### src/design/sensor_spi_lowpower_map.svh
// Constants of the sensor serial slave and low-power controller.
// Assumes a 250 MHz core clock; included by bare name.
`ifndef SENSOR_SPI_LOWPOWER_MAP_SVH
`define SENSOR_SPI_LOWPOWER_MAP_SVH
`define CLOCK_PERIOD_NS 4
`define SLEEP_UNIT_NS 2000000
`define SLEEP_UNIT_CYCLES (`SLEEP_UNIT_NS / `CLOCK_PERIOD_NS)
`define FRAME_BITS 6'd32
`define CMD_BITS 6'd8
`define PAYLOAD_BITS 6'd24
`define CRC_POLY 8'h1D
`define CRC_INIT 8'hFF
`define CRC_XOR 8'hFF
`define CMD_RW_BIT 0
`define CMD_ADDR_LSB 1
`define RC_RESET 4'h0
`define RC_FIRST 4'h1
`define RC_LAST 4'hF
`define ST_RC_LSB 4
`define ST_FAULT_A_BIT 3
`define ST_FAULT_B_BIT 2
`define ST_CRC_ERR_BIT 1
`define ST_FRESH_BIT 0
`define CHAN_ADDR_FIRST 7'h00
`define CHAN_ADDR_LAST 7'h02
`define CMD_CHAN_ADDR 7'h03
`define SLEEP_COMMAND 16'hA55A
`define SB_THR0_LSB 0
`define SB_THR1_LSB 2
`define SB_THR2_LSB 4
`define SB_EDGE_LSB 6
`define SB_TIMER_BIT 8
`define SB_WAKEOUT_BIT 9
`define THR_ABOVE 2'h1
`define THR_BELOW 2'h2
`endif

### src/design/sensor_spi_lowpower_pkg.sv
// Types shared by the sensor serial slave and low-power controller.
// Assumes nothing beyond a SystemVerilog compiler.
`default_nettype none
package sensor_spi_lowpower_pkg;
   // Phases of the low-power controller.
   typedef enum logic [1:0] {
      RUN_CONT,
      SLEEPING,
      WAKE_INIT,
      AWAKE
   } power_state_t;
   // Width of one measurement or register word.
   typedef logic [15:0] word_t;
   // Channel thresholds and samples, one word per channel.
   typedef logic [2:0][15:0] chan_words_t;
endpackage
`default_nettype wire

### src/design/sensor_spi_slave_lowpower.sv
// Serial slave of a current sensor with its sleep and wake sequencing.
// Assumes the serial pins and the wake pin are asynchronous to clock,
// and that the register file answers a read strobe in the next cycle.
//
// What this block does
// Sensor is slave; master owns clock, select, data.
// Master holds select low through one frame.
// Master frame: command, 16-bit data, CRC.
// Slave frame: status, 16-bit data, CRC.
// Reply to previous command shifts during current.
// CRC-8 poly 1D, seed FF, final XOR FF.
// Each direction carries CRC over own bytes.
// Command holds 7-bit address plus read flag.
// Writes happen only after a good CRC.
// Reads start right after the command byte.
// Every 32-clock frame checked; mismatch flags next status.
// Status: counter, fault A, fault B, CRC, fresh.
// Counter resets zero, runs 1 to 15, wraps.
// Fault bits set when fault register nonzero.
// Fault bits refresh only on channel reads.
// Fresh flag shows an undelivered sample.
// Sleep and active phases chosen by standby bits.
// Pin edge wakes sensor in pin-wake mode.
// Timer wakes sensor and toggles wake pin.
// Threshold mode toggles only when condition holds.
// Combined mode wakes on timer or pin.
// Master gives two wake edges in combined mode.
// Writing A55A to command channel sends sleep.
// Edge select: off, rising, falling, both.
// Threshold select: off, above, below, reserved.
// Sleep lasts (n+1) times two milliseconds.
// MSB first; complete frame is exactly 32 clocks.
// Wake toggle only after first measurement starts.
`include "sensor_spi_lowpower_map.svh"
`default_nettype none
module sensor_spi_slave_lowpower #(
   parameter int unsigned SleepUnitCycles = `SLEEP_UNIT_CYCLES
) (
   input wire logic clock,
   input wire logic reset_n,
   input wire logic spiClk, // Serial clock from the master.
   input wire logic chipSelectLow, // Frame select, active low.
   input wire logic mosi,
   output logic misoOut,
   output logic misoOe, // High while this slave drives its data line.
   input wire logic wakePinIn,
   output logic wakePinOut,
   output logic wakePinOe, // High while the sensor drives the wake pin.
   input wire logic [9:0] standbyConfig,
   input wire logic [7:0] sleepTimeHigh,
   input wire sensor_spi_lowpower_pkg::word_t faultRegA,
   input wire sensor_spi_lowpower_pkg::word_t faultRegB,
   output logic readStrobe,
   output logic [6:0] readAddr,
   input wire sensor_spi_lowpower_pkg::word_t readData,
   input wire logic readFresh,
   output logic writeStrobe,
   output logic [6:0] writeAddr,
   output sensor_spi_lowpower_pkg::word_t writeData,
   input wire logic initDone,
   input wire logic measStart,
   input wire logic measValid,
   input wire sensor_spi_lowpower_pkg::chan_words_t measValue,
   input wire sensor_spi_lowpower_pkg::chan_words_t thresholdValue,
   output logic activePhase
);
   import sensor_spi_lowpower_pkg::*;

   // Serial CRC step over a whole payload, MSB first.
   function automatic logic [7:0] crcOf(input logic [23:0] payload);
      logic [7:0] crc;
      crc = `CRC_INIT;
      for (int i = 23; i >= 0; i--) begin
         crc = {crc[6:0], 1'b0} ^ ((crc[7] ^ payload[i]) ? `CRC_POLY : 8'h00);
      end
      return crc ^ `CRC_XOR;
   endfunction

   // Two-flop synchronisers for the serial and wake pins, plus a third
   // stage that only the edge detectors compare against.
   logic [1:0] sckSync_q, csSync_q, mosiSync_q, wakeSync_q;
   logic sckLast_q, csLast_q, wakeLast_q;
   always_ff @(posedge clock) begin
      if (!reset_n) begin
         sckSync_q <= 2'h0;
         csSync_q <= 2'h3;
         mosiSync_q <= 2'h0;
         wakeSync_q <= 2'h0;
         sckLast_q <= 1'b0;
         csLast_q <= 1'b1;
         wakeLast_q <= 1'b0;
      end else begin
         sckSync_q <= {sckSync_q[0], spiClk};
         csSync_q <= {csSync_q[0], chipSelectLow};
         mosiSync_q <= {mosiSync_q[0], mosi};
         wakeSync_q <= {wakeSync_q[0], wakePinIn};
         sckLast_q <= sckSync_q[1];
         csLast_q <= csSync_q[1];
         wakeLast_q <= wakeSync_q[1];
      end
   end

   // Edge decode of the synchronised pins.
   wire selected = !csSync_q[1];
   wire frameStart = csLast_q && !csSync_q[1];
   wire frameEnd = !csLast_q && csSync_q[1];
   wire sckRise = selected && !sckLast_q && sckSync_q[1];
   wire sckFall = selected && sckLast_q && !sckSync_q[1];
   wire wakeRise = !wakeLast_q && wakeSync_q[1];
   wire wakeFall = wakeLast_q && !wakeSync_q[1];

   // Receive side state.
   logic [5:0] bitCount_q; // Rising edges seen in this frame.
   logic [31:0] rxShift_q; // Master frame, MSB first.
   logic [31:0] txShift_q; // Slave frame being shifted out.
   logic [31:0] reply_q; // Frame prepared for the next select.
   logic chanRead_q; // Current read targets a measurement channel.
   logic readPending_q; // Read data arrives this cycle.
   word_t replyData_q; // Read result for the next frame.
   logic [3:0] rollCount_q;
   logic pendFaultA_q, pendFaultB_q, pendFresh_q;
   logic gotoSleep_q; // One-cycle sleep request from the command channel.

   // Command byte decode once eight bits are in.
   wire [7:0] cmdByte = rxShift_q[7:0];
   wire cmdIsRead = cmdByte[`CMD_RW_BIT];
   wire [6:0] cmdAddr = cmdByte[7:`CMD_ADDR_LSB];
   wire cmdTaken = (bitCount_q == `CMD_BITS) && sckLast_q && !sckSync_q[1] && selected;
   wire cmdIsChan = (cmdAddr >= `CHAN_ADDR_FIRST) && (cmdAddr <= `CHAN_ADDR_LAST);

   // Frame end decode; anything but exactly 32 clocks is dropped.
   wire frameDone = frameEnd && (bitCount_q == `FRAME_BITS);
   wire [7:0] rxCrcCalc = crcOf(rxShift_q[31:8]);
   wire crcGood = rxCrcCalc == rxShift_q[7:0];
   wire [6:0] frameAddr = rxShift_q[31:25];
   wire frameIsRead = rxShift_q[24];
   wire [15:0] frameData = rxShift_q[23:8];
   wire doWrite = frameDone && !frameIsRead && crcGood;
   wire sleepCmd = doWrite && (frameAddr == `CMD_CHAN_ADDR) &&
      (frameData == `SLEEP_COMMAND);
   wire [3:0] rollNext = (rollCount_q == `RC_LAST) ? `RC_FIRST : rollCount_q + 4'h1;

   // Next status byte and reply frame; a write returns no sample, so its
   // fresh bit stays low instead of repeating an older read's flag.
   wire [7:0] statusNext = {rollNext, pendFaultA_q, pendFaultB_q, !crcGood,
      frameIsRead && pendFresh_q}; // see R12
   wire [15:0] dataNext = frameIsRead ? replyData_q : 16'h0000;
   wire [23:0] payloadNext = {statusNext, dataNext};
   wire [7:0] txCrc = crcOf(payloadNext);

   // Bit counter and receive shift register, sampled on rising edges.
   always_ff @(posedge clock) begin
      if (!reset_n || frameStart) begin
         bitCount_q <= 6'h00;
         rxShift_q <= 32'h0000_0000;
      end else if (sckRise) begin
         if (bitCount_q != 6'h3F) begin
            bitCount_q <= bitCount_q + 6'h01;
         end
         rxShift_q <= {rxShift_q[30:0], mosiSync_q[1]};
      end
   end

   // Transmit shift register, changed on falling edges, MSB first.
   always_ff @(posedge clock) begin
      if (!reset_n) begin
         txShift_q <= 32'h0000_0000;
      end else if (frameStart) begin
         txShift_q <= reply_q;
      end else if (sckFall) begin
         txShift_q <= {txShift_q[30:0], 1'b0};
      end
   end

   // The data line is driven only while selected.
   always_ff @(posedge clock) begin
      if (!reset_n) begin
         misoOut <= 1'b0;
         misoOe <= 1'b0;
      end else begin
         misoOut <= frameStart ? reply_q[31] : (sckFall ? txShift_q[30] : misoOut);
         misoOe <= selected;
      end
   end

   // Read is launched as soon as the command byte is complete.
   always_ff @(posedge clock) begin
      if (!reset_n) begin
         readStrobe <= 1'b0;
         readAddr <= 7'h00;
         chanRead_q <= 1'b0;
         readPending_q <= 1'b0;
      end else begin
         readStrobe <= cmdTaken && cmdIsRead;
         readPending_q <= readStrobe;
         if (cmdTaken) begin
            readAddr <= cmdAddr;
            chanRead_q <= cmdIsRead && cmdIsChan;
         end
      end
   end

   // Capture read results; fault bits follow channel reads only.
   always_ff @(posedge clock) begin
      if (!reset_n) begin
         replyData_q <= 16'h0000;
         pendFaultA_q <= 1'b0;
         pendFaultB_q <= 1'b0;
         pendFresh_q <= 1'b0;
      end else if (readPending_q) begin
         replyData_q <= readData;
         pendFresh_q <= chanRead_q && readFresh;
         if (chanRead_q) begin
            pendFaultA_q <= |faultRegA; // see R14
            pendFaultB_q <= |faultRegB; // see R14
         end
      end
   end

   // Frame close: counter, status, reply frame and any write.
   always_ff @(posedge clock) begin
      if (!reset_n) begin
         rollCount_q <= `RC_RESET;
         reply_q <= 32'h0000_0000;
         writeStrobe <= 1'b0;
         writeAddr <= 7'h00;
         writeData <= 16'h0000;
         gotoSleep_q <= 1'b0;
      end else begin
         writeStrobe <= doWrite;
         gotoSleep_q <= sleepCmd;
         if (frameDone) begin
            rollCount_q <= rollNext;
            reply_q <= {payloadNext, txCrc}; // see R04
         end
         if (doWrite) begin
            writeAddr <= frameAddr;
            writeData <= frameData;
         end
      end
   end

   // Standby configuration decode.
   wire [1:0] edgeSel = standbyConfig[`SB_EDGE_LSB +: 2];
   wire timerWake = standbyConfig[`SB_TIMER_BIT];
   wire wakeOutEn = standbyConfig[`SB_WAKEOUT_BIT];
   wire lowPowerEn = timerWake || (edgeSel != 2'h0);
   wire pinWakeHit = (edgeSel[0] && wakeRise) || (edgeSel[1] && wakeFall);
   wire [2:0] thrHit; // Per-channel threshold condition.
   wire [2:0] thrOn; // Per-channel threshold compare enabled.
   wire anyThr = |thrOn;

   // Per-channel threshold compare; reserved code never matches.
   genvar ch;
   generate
      for (ch = 0; ch < 3; ch++) begin : gThr
         wire [1:0] sel = standbyConfig[2 * ch +: 2];
         wire above = $signed(measValue[ch]) > $signed(thresholdValue[ch]);
         wire below = $signed(measValue[ch]) < $signed(thresholdValue[ch]);
         assign thrOn[ch] = (sel == `THR_ABOVE) || (sel == `THR_BELOW);
         assign thrHit[ch] = ((sel == `THR_ABOVE) && above) ||
            ((sel == `THR_BELOW) && below);
      end
   endgenerate

   // Sleep timer: unit counter of 2 ms and a count of units.
   logic [31:0] unitCount_q;
   logic [8:0] unitsLeft_q;
   logic timerDone_q;
   power_state_t state_q, state_d;
   logic pinWoken_q; // Woken by the master rather than the timer.
   logic wakeLevel_q;
   wire unitTick = unitCount_q == SleepUnitCycles - 1;
   always_ff @(posedge clock) begin
      if (!reset_n || state_q != SLEEPING) begin
         unitCount_q <= 32'h0000_0000;
         unitsLeft_q <= {1'b0, sleepTimeHigh} + 9'h001;
         timerDone_q <= 1'b0;
      end else begin
         unitCount_q <= unitTick ? 32'h0000_0000 : unitCount_q + 32'h0000_0001;
         if (unitTick) begin
            unitsLeft_q <= unitsLeft_q - 9'h001;
         end
         timerDone_q <= timerWake && unitTick && (unitsLeft_q == 9'h001);
      end
   end

   // Phase selection.
   always_comb begin
      state_d = state_q;
      case (state_q)
         RUN_CONT: begin
            if (lowPowerEn && gotoSleep_q) begin
               state_d = SLEEPING;
            end
         end
         SLEEPING: begin
            if (!lowPowerEn) begin
               state_d = RUN_CONT;
            end else if (timerDone_q || pinWakeHit) begin
               state_d = WAKE_INIT; // see R18 see R19
            end
         end
         WAKE_INIT: begin
            if (initDone && measStart) begin
               state_d = AWAKE;
            end
         end
         AWAKE: begin
            if (gotoSleep_q) begin
               state_d = SLEEPING;
            end else if (!pinWoken_q && anyThr && measValid && !(|thrHit)) begin
               state_d = SLEEPING;
            end
         end
         default: begin
            state_d = RUN_CONT;
         end
      endcase
   end

   // Phase register and the source of the last wake.
   always_ff @(posedge clock) begin
      if (!reset_n) begin
         state_q <= RUN_CONT;
         pinWoken_q <= 1'b0;
      end else begin
         state_q <= state_d;
         if (state_q == SLEEPING && state_d == WAKE_INIT) begin
            pinWoken_q <= pinWakeHit && !timerDone_q;
         end
      end
   end

   // Wake indication: toggled on the first measurement, or, with
   // thresholds armed, on the first measurement that meets one.
   logic toggled_q;
   wire firstMeas = state_q == WAKE_INIT && state_d == AWAKE;
   wire toggleNow = wakeOutEn && timerWake && !pinWoken_q && !toggled_q &&
      (anyThr ? (state_q == AWAKE && measValid && |thrHit) : firstMeas); // see R19 see R20
   always_ff @(posedge clock) begin
      if (!reset_n) begin
         wakeLevel_q <= 1'b0;
         toggled_q <= 1'b0;
      end else begin
         if (toggleNow) begin
            wakeLevel_q <= !wakeLevel_q;
         end
         toggled_q <= (state_d == AWAKE || state_d == WAKE_INIT) && (toggled_q || toggleNow);
      end
   end

   // The pin is released while asleep if the master may wake us on it.
   always_ff @(posedge clock) begin
      if (!reset_n) begin
         wakePinOut <= 1'b0;
         wakePinOe <= 1'b0;
         activePhase <= 1'b1;
      end else begin
         wakePinOut <= wakeLevel_q;
         wakePinOe <= wakeOutEn && timerWake && (edgeSel == 2'h0 || state_q != SLEEPING); // see R21
         activePhase <= state_q != SLEEPING;
      end
   end
endmodule // sensor_spi_slave_lowpower
`default_nettype wire

### config.mk
export PLATFORM = sky130hd
export DESIGN_NAME = sensor_spi_slave_lowpower
export DESIGN_NICKNAME = d
export VERILOG_FILES = /design/src/design/sensor_spi_lowpower_pkg.sv /design/src/design/sensor_spi_slave_lowpower.sv
export VERILOG_INCLUDE_DIRS = /design/src /design/src/design
export SDC_FILE = /design/constraint.sdc
export NUM_CORES = 1
export LEC_CHECK = 0
export CORE_ASPECT_RATIO = 1.5
export CORE_MARGIN = 4
export CORE_UTILIZATION = 55
export CTS_BUF_LIST = sky130_fd_sc_hd__clkbuf_2 sky130_fd_sc_hd__clkbuf_4 sky130_fd_sc_hd__clkbuf_8
export CTS_CLUSTER_SIZE = 30
export DETAILED_ROUTE_END_ITERATION = 8
export DONT_BUFFER_PORTS = 1
export MAX_ROUTING_LAYER = met4
export PLACE_DENSITY = 0.78
export SLEW_MARGIN = 40
export SYNTH_ARGS = -nofsm -noshare
export SYNTH_HDL_FRONTEND = slang
export SYNTH_SLANG_ARGS = --single-unit
### constraint.sdc
create_clock -name clock -period 3.85 [get_ports clock]
set_input_delay 0.385 -clock clock [delete_from_list [all_inputs] [get_ports clock]]
set_output_delay 0.385 -clock clock [all_outputs]
set_load 0.01 [all_outputs]
==> reports/metrics.yaml, run 1 <==
min-delay-path-class: "input pin to register"
fillers: 1738
post-route-util: 0.618
finalClockSkew_ps: 54.4
syn2layout_area_growth_pct: 10.5
drive_gt1_frac: 0.0754
syn_nets: 1585
dp.cells: 1574
crit_slowest_cell: "dfxtp_1"
syn-cell-area_um2: 11800
ys.flop_type: "dfxtp_1"
p_leak_nw: 5.20
route.detailed.drc: 0
clock_sinks: 218
synth-adder-area-share: 0.0659
via_per_inst: 5.61
cp_slowest_stage_delay_ps: 490
slew_viol_final: 0
cp.required_ps: 4280
multiInputGateArea_um2: 6850
ioPinCount: 209
hold_violations: 0
final-seq-area_um2: 4460
use_met3: 0.0469
gr-total-overflow: 0
slew_headroom: 0.481
finalSetupViolCount: 0
ant_nets: 0
synth.distinct_cells: 60
grt_use_met1: 0.225
critPathLaunchType: "register"
die_w_um: 127
synth_top_family_by_area: "simple AND/OR/NAND/NOR gates"
instances_no_fill: 1661
place.gp.congestion: 0.898
io_buffer_count: 0
routed_wl_um: 26700
synth_seq_area_share: 0.378
grt_pass1_vias: 9706
nets: 1602
synth-xor-area-share: 0.158
cts_tree: "built"
synth_warnings: 0
min_period_ps: 3720
mostFrequentLayoutCell: "dfxtp_1"
yosysTopAreaCellShare: 0.355
gr-usage-met2: 0.403
crit_fanout: 27
worstMarginPinSlew_ps: 777
p_total_mw: 4.51
yosys.area_share.simple: 0.189
ir_drop_uv: 282
antenna_found_initial: 1
synth_compound_area_frac: 0.0937
cts_buffers: 31
grt_max_degree: 51
postSynthRegisterBits: 218
die_h_um: 187
clk_pin_slew_ps: 70
synth-async-reset-ratio: 0
wl_per_cell_um: 16.1
worstSetupPathType: "register to register"
core_area_um2: 21100
status: "complete, no violations"
firstDrtPassIters: 5
post-route-period-util: 0.966
vias: 9316
grtUsageTotal: 0.224
finalSetupTns_ps: 0
max_clock_freq_mhz: 269
final_cell_mix: "dfxtp_1 (205), nand2_1 (159), nor2_1 (159)"
drt-initial-drc-count: 383
p_per_area_nw_per_um2: 347
synthMuxAreaShare: 0.0698
maxCapViolCount: 0
syn_area_per_cell_um2: 8.71
critPathCaptureType: "register"
die_area_um2: 23900
synth.largest_area_cell: "dfxtp_1"
grt_busiest_layer: "met2"
critPathArrivalTime_ps: 4150
syn_inst: 1351
synthTopCellsByArea: "dfxtp_1 (36%), xnor2_1 (7.4%), mux2i_1 (6.9%)"
cts_root_buf: "clkbuf_8"
hpwlAfterDp_um: 19200
htreeDepth: 1
path_cells: "xnor2_1, xnor2_2, xnor3_1, xnor3_1, or3_1, a222oi_1, o21ai_1, or3_1, buf_6, a21oi_1, nor2_1"
cts_buffer_depth: 3
synth_edf_count: 9
start_util: 0.559
core.rowCount: 65
grt_pass1_wl_um: 44200
clk_latency_ps: 590
[metal layers]
metal / up-vias / part of all wire / wire (um)
met5: - / 0 / 0
met4: 0 / 0.049 / 1300
met3: 110 / 0.057 / 1520
met2: 283 / 0.53 / 14200
met1: 4315 / 0.36 / 9700
li1: 4608 / - / -
[cell type report]
| cell class | instances | area share |
|---|---|---|
| Antenna cell | 1 | 0.000192 |
| Clock buffer | 45 | 0.0442 |
| Inverter | 65 | 0.0188 |
| Multi-Input combinational cell | 998 | 0.527 |
| Tap cell | 268 | 0.0258 |
| Clock inverter | 12 | 0.00471 |
| Timing Repair Buffer | 54 | 0.0368 |
| Sequential cell | 218 | 0.343 |
[cell families (layout without fill, tap and decap cells)]
| group | after synthesis | after routing |
|---|---|---|
| mux | 82 | 82 |
| buf+inv | 135 | 176 |
| xor+xnor | 187 | 187 |
| other cells | 0 | 1 |
| fa+ha+maj | 62 | 62 |
| simple gates | 487 | 487 |
| compound gates | 180 | 180 |
| flops | 218 | 218 |
[power breakdown]
group | switching (mW) | internal (mW)
Combinational | 0.180 | 0.146
Sequential | 0.0318 | 2.32
Clock | 0.875 | 0.963
[critical path, delay by kind of cell, from the launching register on]
| kind | cells | cell delay [ps] |
|---|---|---|
| xor gates and xnor gates | 4 | 1300 |
| and+or+nand+nor | 3 | 800 |
| AOI/OAI and AO/OA | 3 | 700 |
| DFF | 1 | 490 |
| buffers and inverters | 1 | 230 |
[flip-flops by register name (all words and copies together) (netlist names), 2 cells and up]
name         flops
replyData_q     16
csSync_q         2
unitCount_q     32
bitCount_q       6
unitsLeft_q      9
state_q          2
txShift_q       31
readAddr         7
wakeSync_q       2
rxShift_q       32
writeData       16
writeAddr        7
mosiSync_q       2
reply_q         32
sckSync_q        2
[timing repair]
item / in CTS / in global routing
endpoints found under the setup margin: 24 / 24
buffers inserted: 0 / 4
resized for setup: 5 / 5
pin swaps: 0 / 4
endpoints found under the hold margin: 37 / 0
hold buffers: 25 / 0
[path summary, 6_finish.rpt]
check        cells past startpoint                        end  slack, ps                        from
min                              2      state_q[0]$_SDFF_PN0_         40                   measStart
max reg2reg                     11  writeAddr[4]$_SDFFE_PN0P_        130  rxShift_q[26]$_SDFFE_PP0P_
max                             11  writeAddr[4]$_SDFFE_PN0P_        130  rxShift_q[26]$_SDFFE_PP0P_
min reg2reg                      1   mosiSync_q[1]$_SDFF_PN0_        400    mosiSync_q[0]$_SDFF_PN0_
[metrics by stage]
step	hold slack (ps)	setup slack (ps)	cell area, um^2
2_1_floorplan	386	189	11800
3_3_place_gp	397	117	12000
3_5_place_dp	399	-52.2	12000
4_1_cts	14.5	26.0	13000
5_1_grt	18.4	-7.53	13000
6_report	44.4	130	13000
[Yosys cell counts (all sizes together), types with 3 or more instances]
library cell	n
nor2	160
a21boi	3
nand3b	4
xnor2	101
dfxtp	209
nor3	14
a21oi	81
o21ai	23
edfxtp	9
buf	10
clkbuf	60
inv	65
and4	3
and3	10
nand3	52
nand2b	8
and2	14
or3	5
xnor3	13
nand4	15
o21a	12
ha	62
nand2	159
nor4	19
a21o	10
mux2i	81
nor2b	11
a211oi	36
xor2	72
nor4bb	5
Note: power is estimated with default switching activity, not from simulation.
==> inputs of run 2 (changes only) <==
Settings changed: CORE_ASPECT_RATIO 1.5 to 1.75.
==> run 2 against run 1 <==
  * Sequential cell count stayed put
  * Final area increased by 1.7%
  * First-iteration DRC count grew 31%
  * Clock-buffer cell count grew 4
  * Critical path depth is 1 higher
  * Non-clock buffer count is 10 higher
  * Register-to-register slack hardly changed
  * Setup slack gained 1.9 ps
  * Combinational power up 2%
  * Cell count decreased by 0.42%
  * Fmax about the same
==> reports/metrics.yaml, run 2 (synthesized netlist as in run 1, its figures left out) <==
start_util: 0.560
cts_buffer_depth: 3
core_area_um2: 21000
wl_per_cell_um: 16.6
routed_wl_um: 27500
slew_viol_final: 0
maxCapViolCount: 0
critPathLaunchType: "register"
path_cells: "buf_4, xnor2_4, xnor3_2, xnor3_2, xnor3_1, or3_1, a222oi_1, o21ai_1, or3_4, buf_12, mux2i_1, nor2_1"
slew_headroom: 0.523
vias: 9377
syn2layout_area_growth_pct: 12.4
firstDrtPassIters: 7
antenna_found_initial: 0
post-route-period-util: 0.966
max_clock_freq_mhz: 269
cp_slowest_stage_delay_ps: 410
holdWs_ps: 37.9
nets: 1612
clk_latency_ps: 590
die_area_um2: 23900
grtUsageTotal: 0.228
core.rowCount: 70
cts_tree: "built"
drive_gt1_frac: 0.0942
crit_fanout: 27
p_total_mw: 4.64
min_period_ps: 3720
critical_path.top_delay_family: "XOR/XNOR gates"
cts_root_buf: "clkbuf_8"
final_critical_path_setup_slack_ps: 132
min-delay-path-class: "input pin to register"
clock_sinks: 218
path_buf_inv: 2
ant_nets: 0
stdcell_area_um2: 13200
dpl-instance-area_um2: 12000
ir_drop_uv: 299
mostFrequentLayoutCell: "dfxtp_1"
finalClockSkew_ps: 46.8
gr-total-overflow: 0
io_buffer_count: 0
worstSetupPathType: "register to register"
htreeDepth: 1
cp.required_ps: 4260
place.gp.congestion: 0.950
finalSetupViolCount: 0
p_leak_nw: 5.31
grt_pass1_vias: 9611
hold_violations: 0
final_cell_mix: "dfxtp_1 (201), nand2_1 (159), nor2_1 (159)"
largestRegisters: "reply_q x32, rxShift_q x32, unitCount_q x32"
via_per_inst: 5.67
die_w_um: 119
die_h_um: 202
grt_pass1_wl_um: 44700
critPathArrivalTime_ps: 4130
route.detailed.drc: 0
cts_buffers: 31
worstMarginPinSlew_ps: 713
critPathCaptureType: "register"
p_per_area_nw_per_um2: 351
cpMostUsedCell: "xnor3_2"
ioPinCount: 209
drt-initial-drc-count: 500
post-route-util: 0.629
hpwlAfterDp_um: 19400
place_ws_ps: -20.2
grt_max_degree: 88
clk_pin_slew_ps: 70
status: "complete, no violations"
crit_slowest_cell: "xnor3_2"
-- run 2: cell types whose count changed in the layout (fill, tap and decap cells not counted), moves of 2 or more --
cell,delta
buf_4,+9
dfxtp_2,+4
buf_12,+2
xnor2_4,+2
clkinv_1,-7
xnor2_1,-3
dfxtp_1,-4
clkinvlp_4,+3
clkbuf_8,+3
-- run 2: stage by stage --
| stage | TNS (ps) | cells |
|---|---|---|
| finish | 0 | 1654 |
| global route | -72.8 | 1653 |
| CTS | 0 | 1643 |
| detailed placement | -171 | 1561 |
| global placement | 0 | 1561 |
| floorplan | 0 | 1351 |
-- run 2: worst reg2reg max path, cell delays in order, from the launching register on --
cell	delay (ps)
dfxtp_1	310
buf_4	170
xnor2_4	170
xnor3_2	380
xnor3_2	410
xnor3_1	380
or3_1	380
a222oi_1	360
o21ai_1	180
or3_4	410
buf_12	180
mux2i_1	190
nor2_1	50
-- run 2: power breakdown --
part	total (mW)	internal, mW	switching, mW	leakage, nW
clock	1.96	1.10	0.867	0.358
sequential	2.35	2.32	0.0306	1.79
combinational	0.332	0.150	0.182	3.16
-- run 2: metal layers --
| layer | global-route usage | vias up | wire [um] |
|---|---|---|---|
| li1 | - | 4626 | - |
| met1 | 0.230 | 4398 | 9970 |
| met2 | 0.423 | 274 | 15100 |
| met3 | 0.0335 | 79 | 1370 |
| met4 | 0.110 | 0 | 1090 |
| met5 | - | - | 0 |
-- run 2: final timing paths --
kind | start | to | slack [ps] | depth (start not counted)
worst max register to register | rxShift_q[29]$_SDFFE_PP0P_ | writeAddr[2]$_SDFFE_PN0P_ | 130 | 12
worst min register to register | mosiSync_q[0]$_SDFF_PN0_ | mosiSync_q[1]$_SDFF_PN0_ | 430 | 1
worst min-delay path | sleepTimeHigh[0] | unitsLeft_q[0]$_DFFE_PP_ | 40 | 1
worst max-delay path | rxShift_q[29]$_SDFFE_PP0P_ | writeAddr[2]$_SDFFE_PN0P_ | 130 | 12
-- run 2: area by class of cell --
type	count	area, um^2
clock inverters	7	67.6
inverters	65	245
well taps	252	315
diodes	1	2.50
clock buffers	49	624
flip-flops and latches	218	4460
fillers	1718	7790
multi-input cells	998	6940
repair buffers	64	571
-- run 2: repair_timing --
| action | in CTS | in global routing |
|---|---|---|
| hold endpoints to repair | 37 | 0 |
| endpoints found under the setup margin | 24 | 27 |
| pin swaps | 0 | 8 |
| hold buffers | 26 | 0 |
| gates resized for setup | 5 | 22 |
| setup buffers | 0 | 10 |
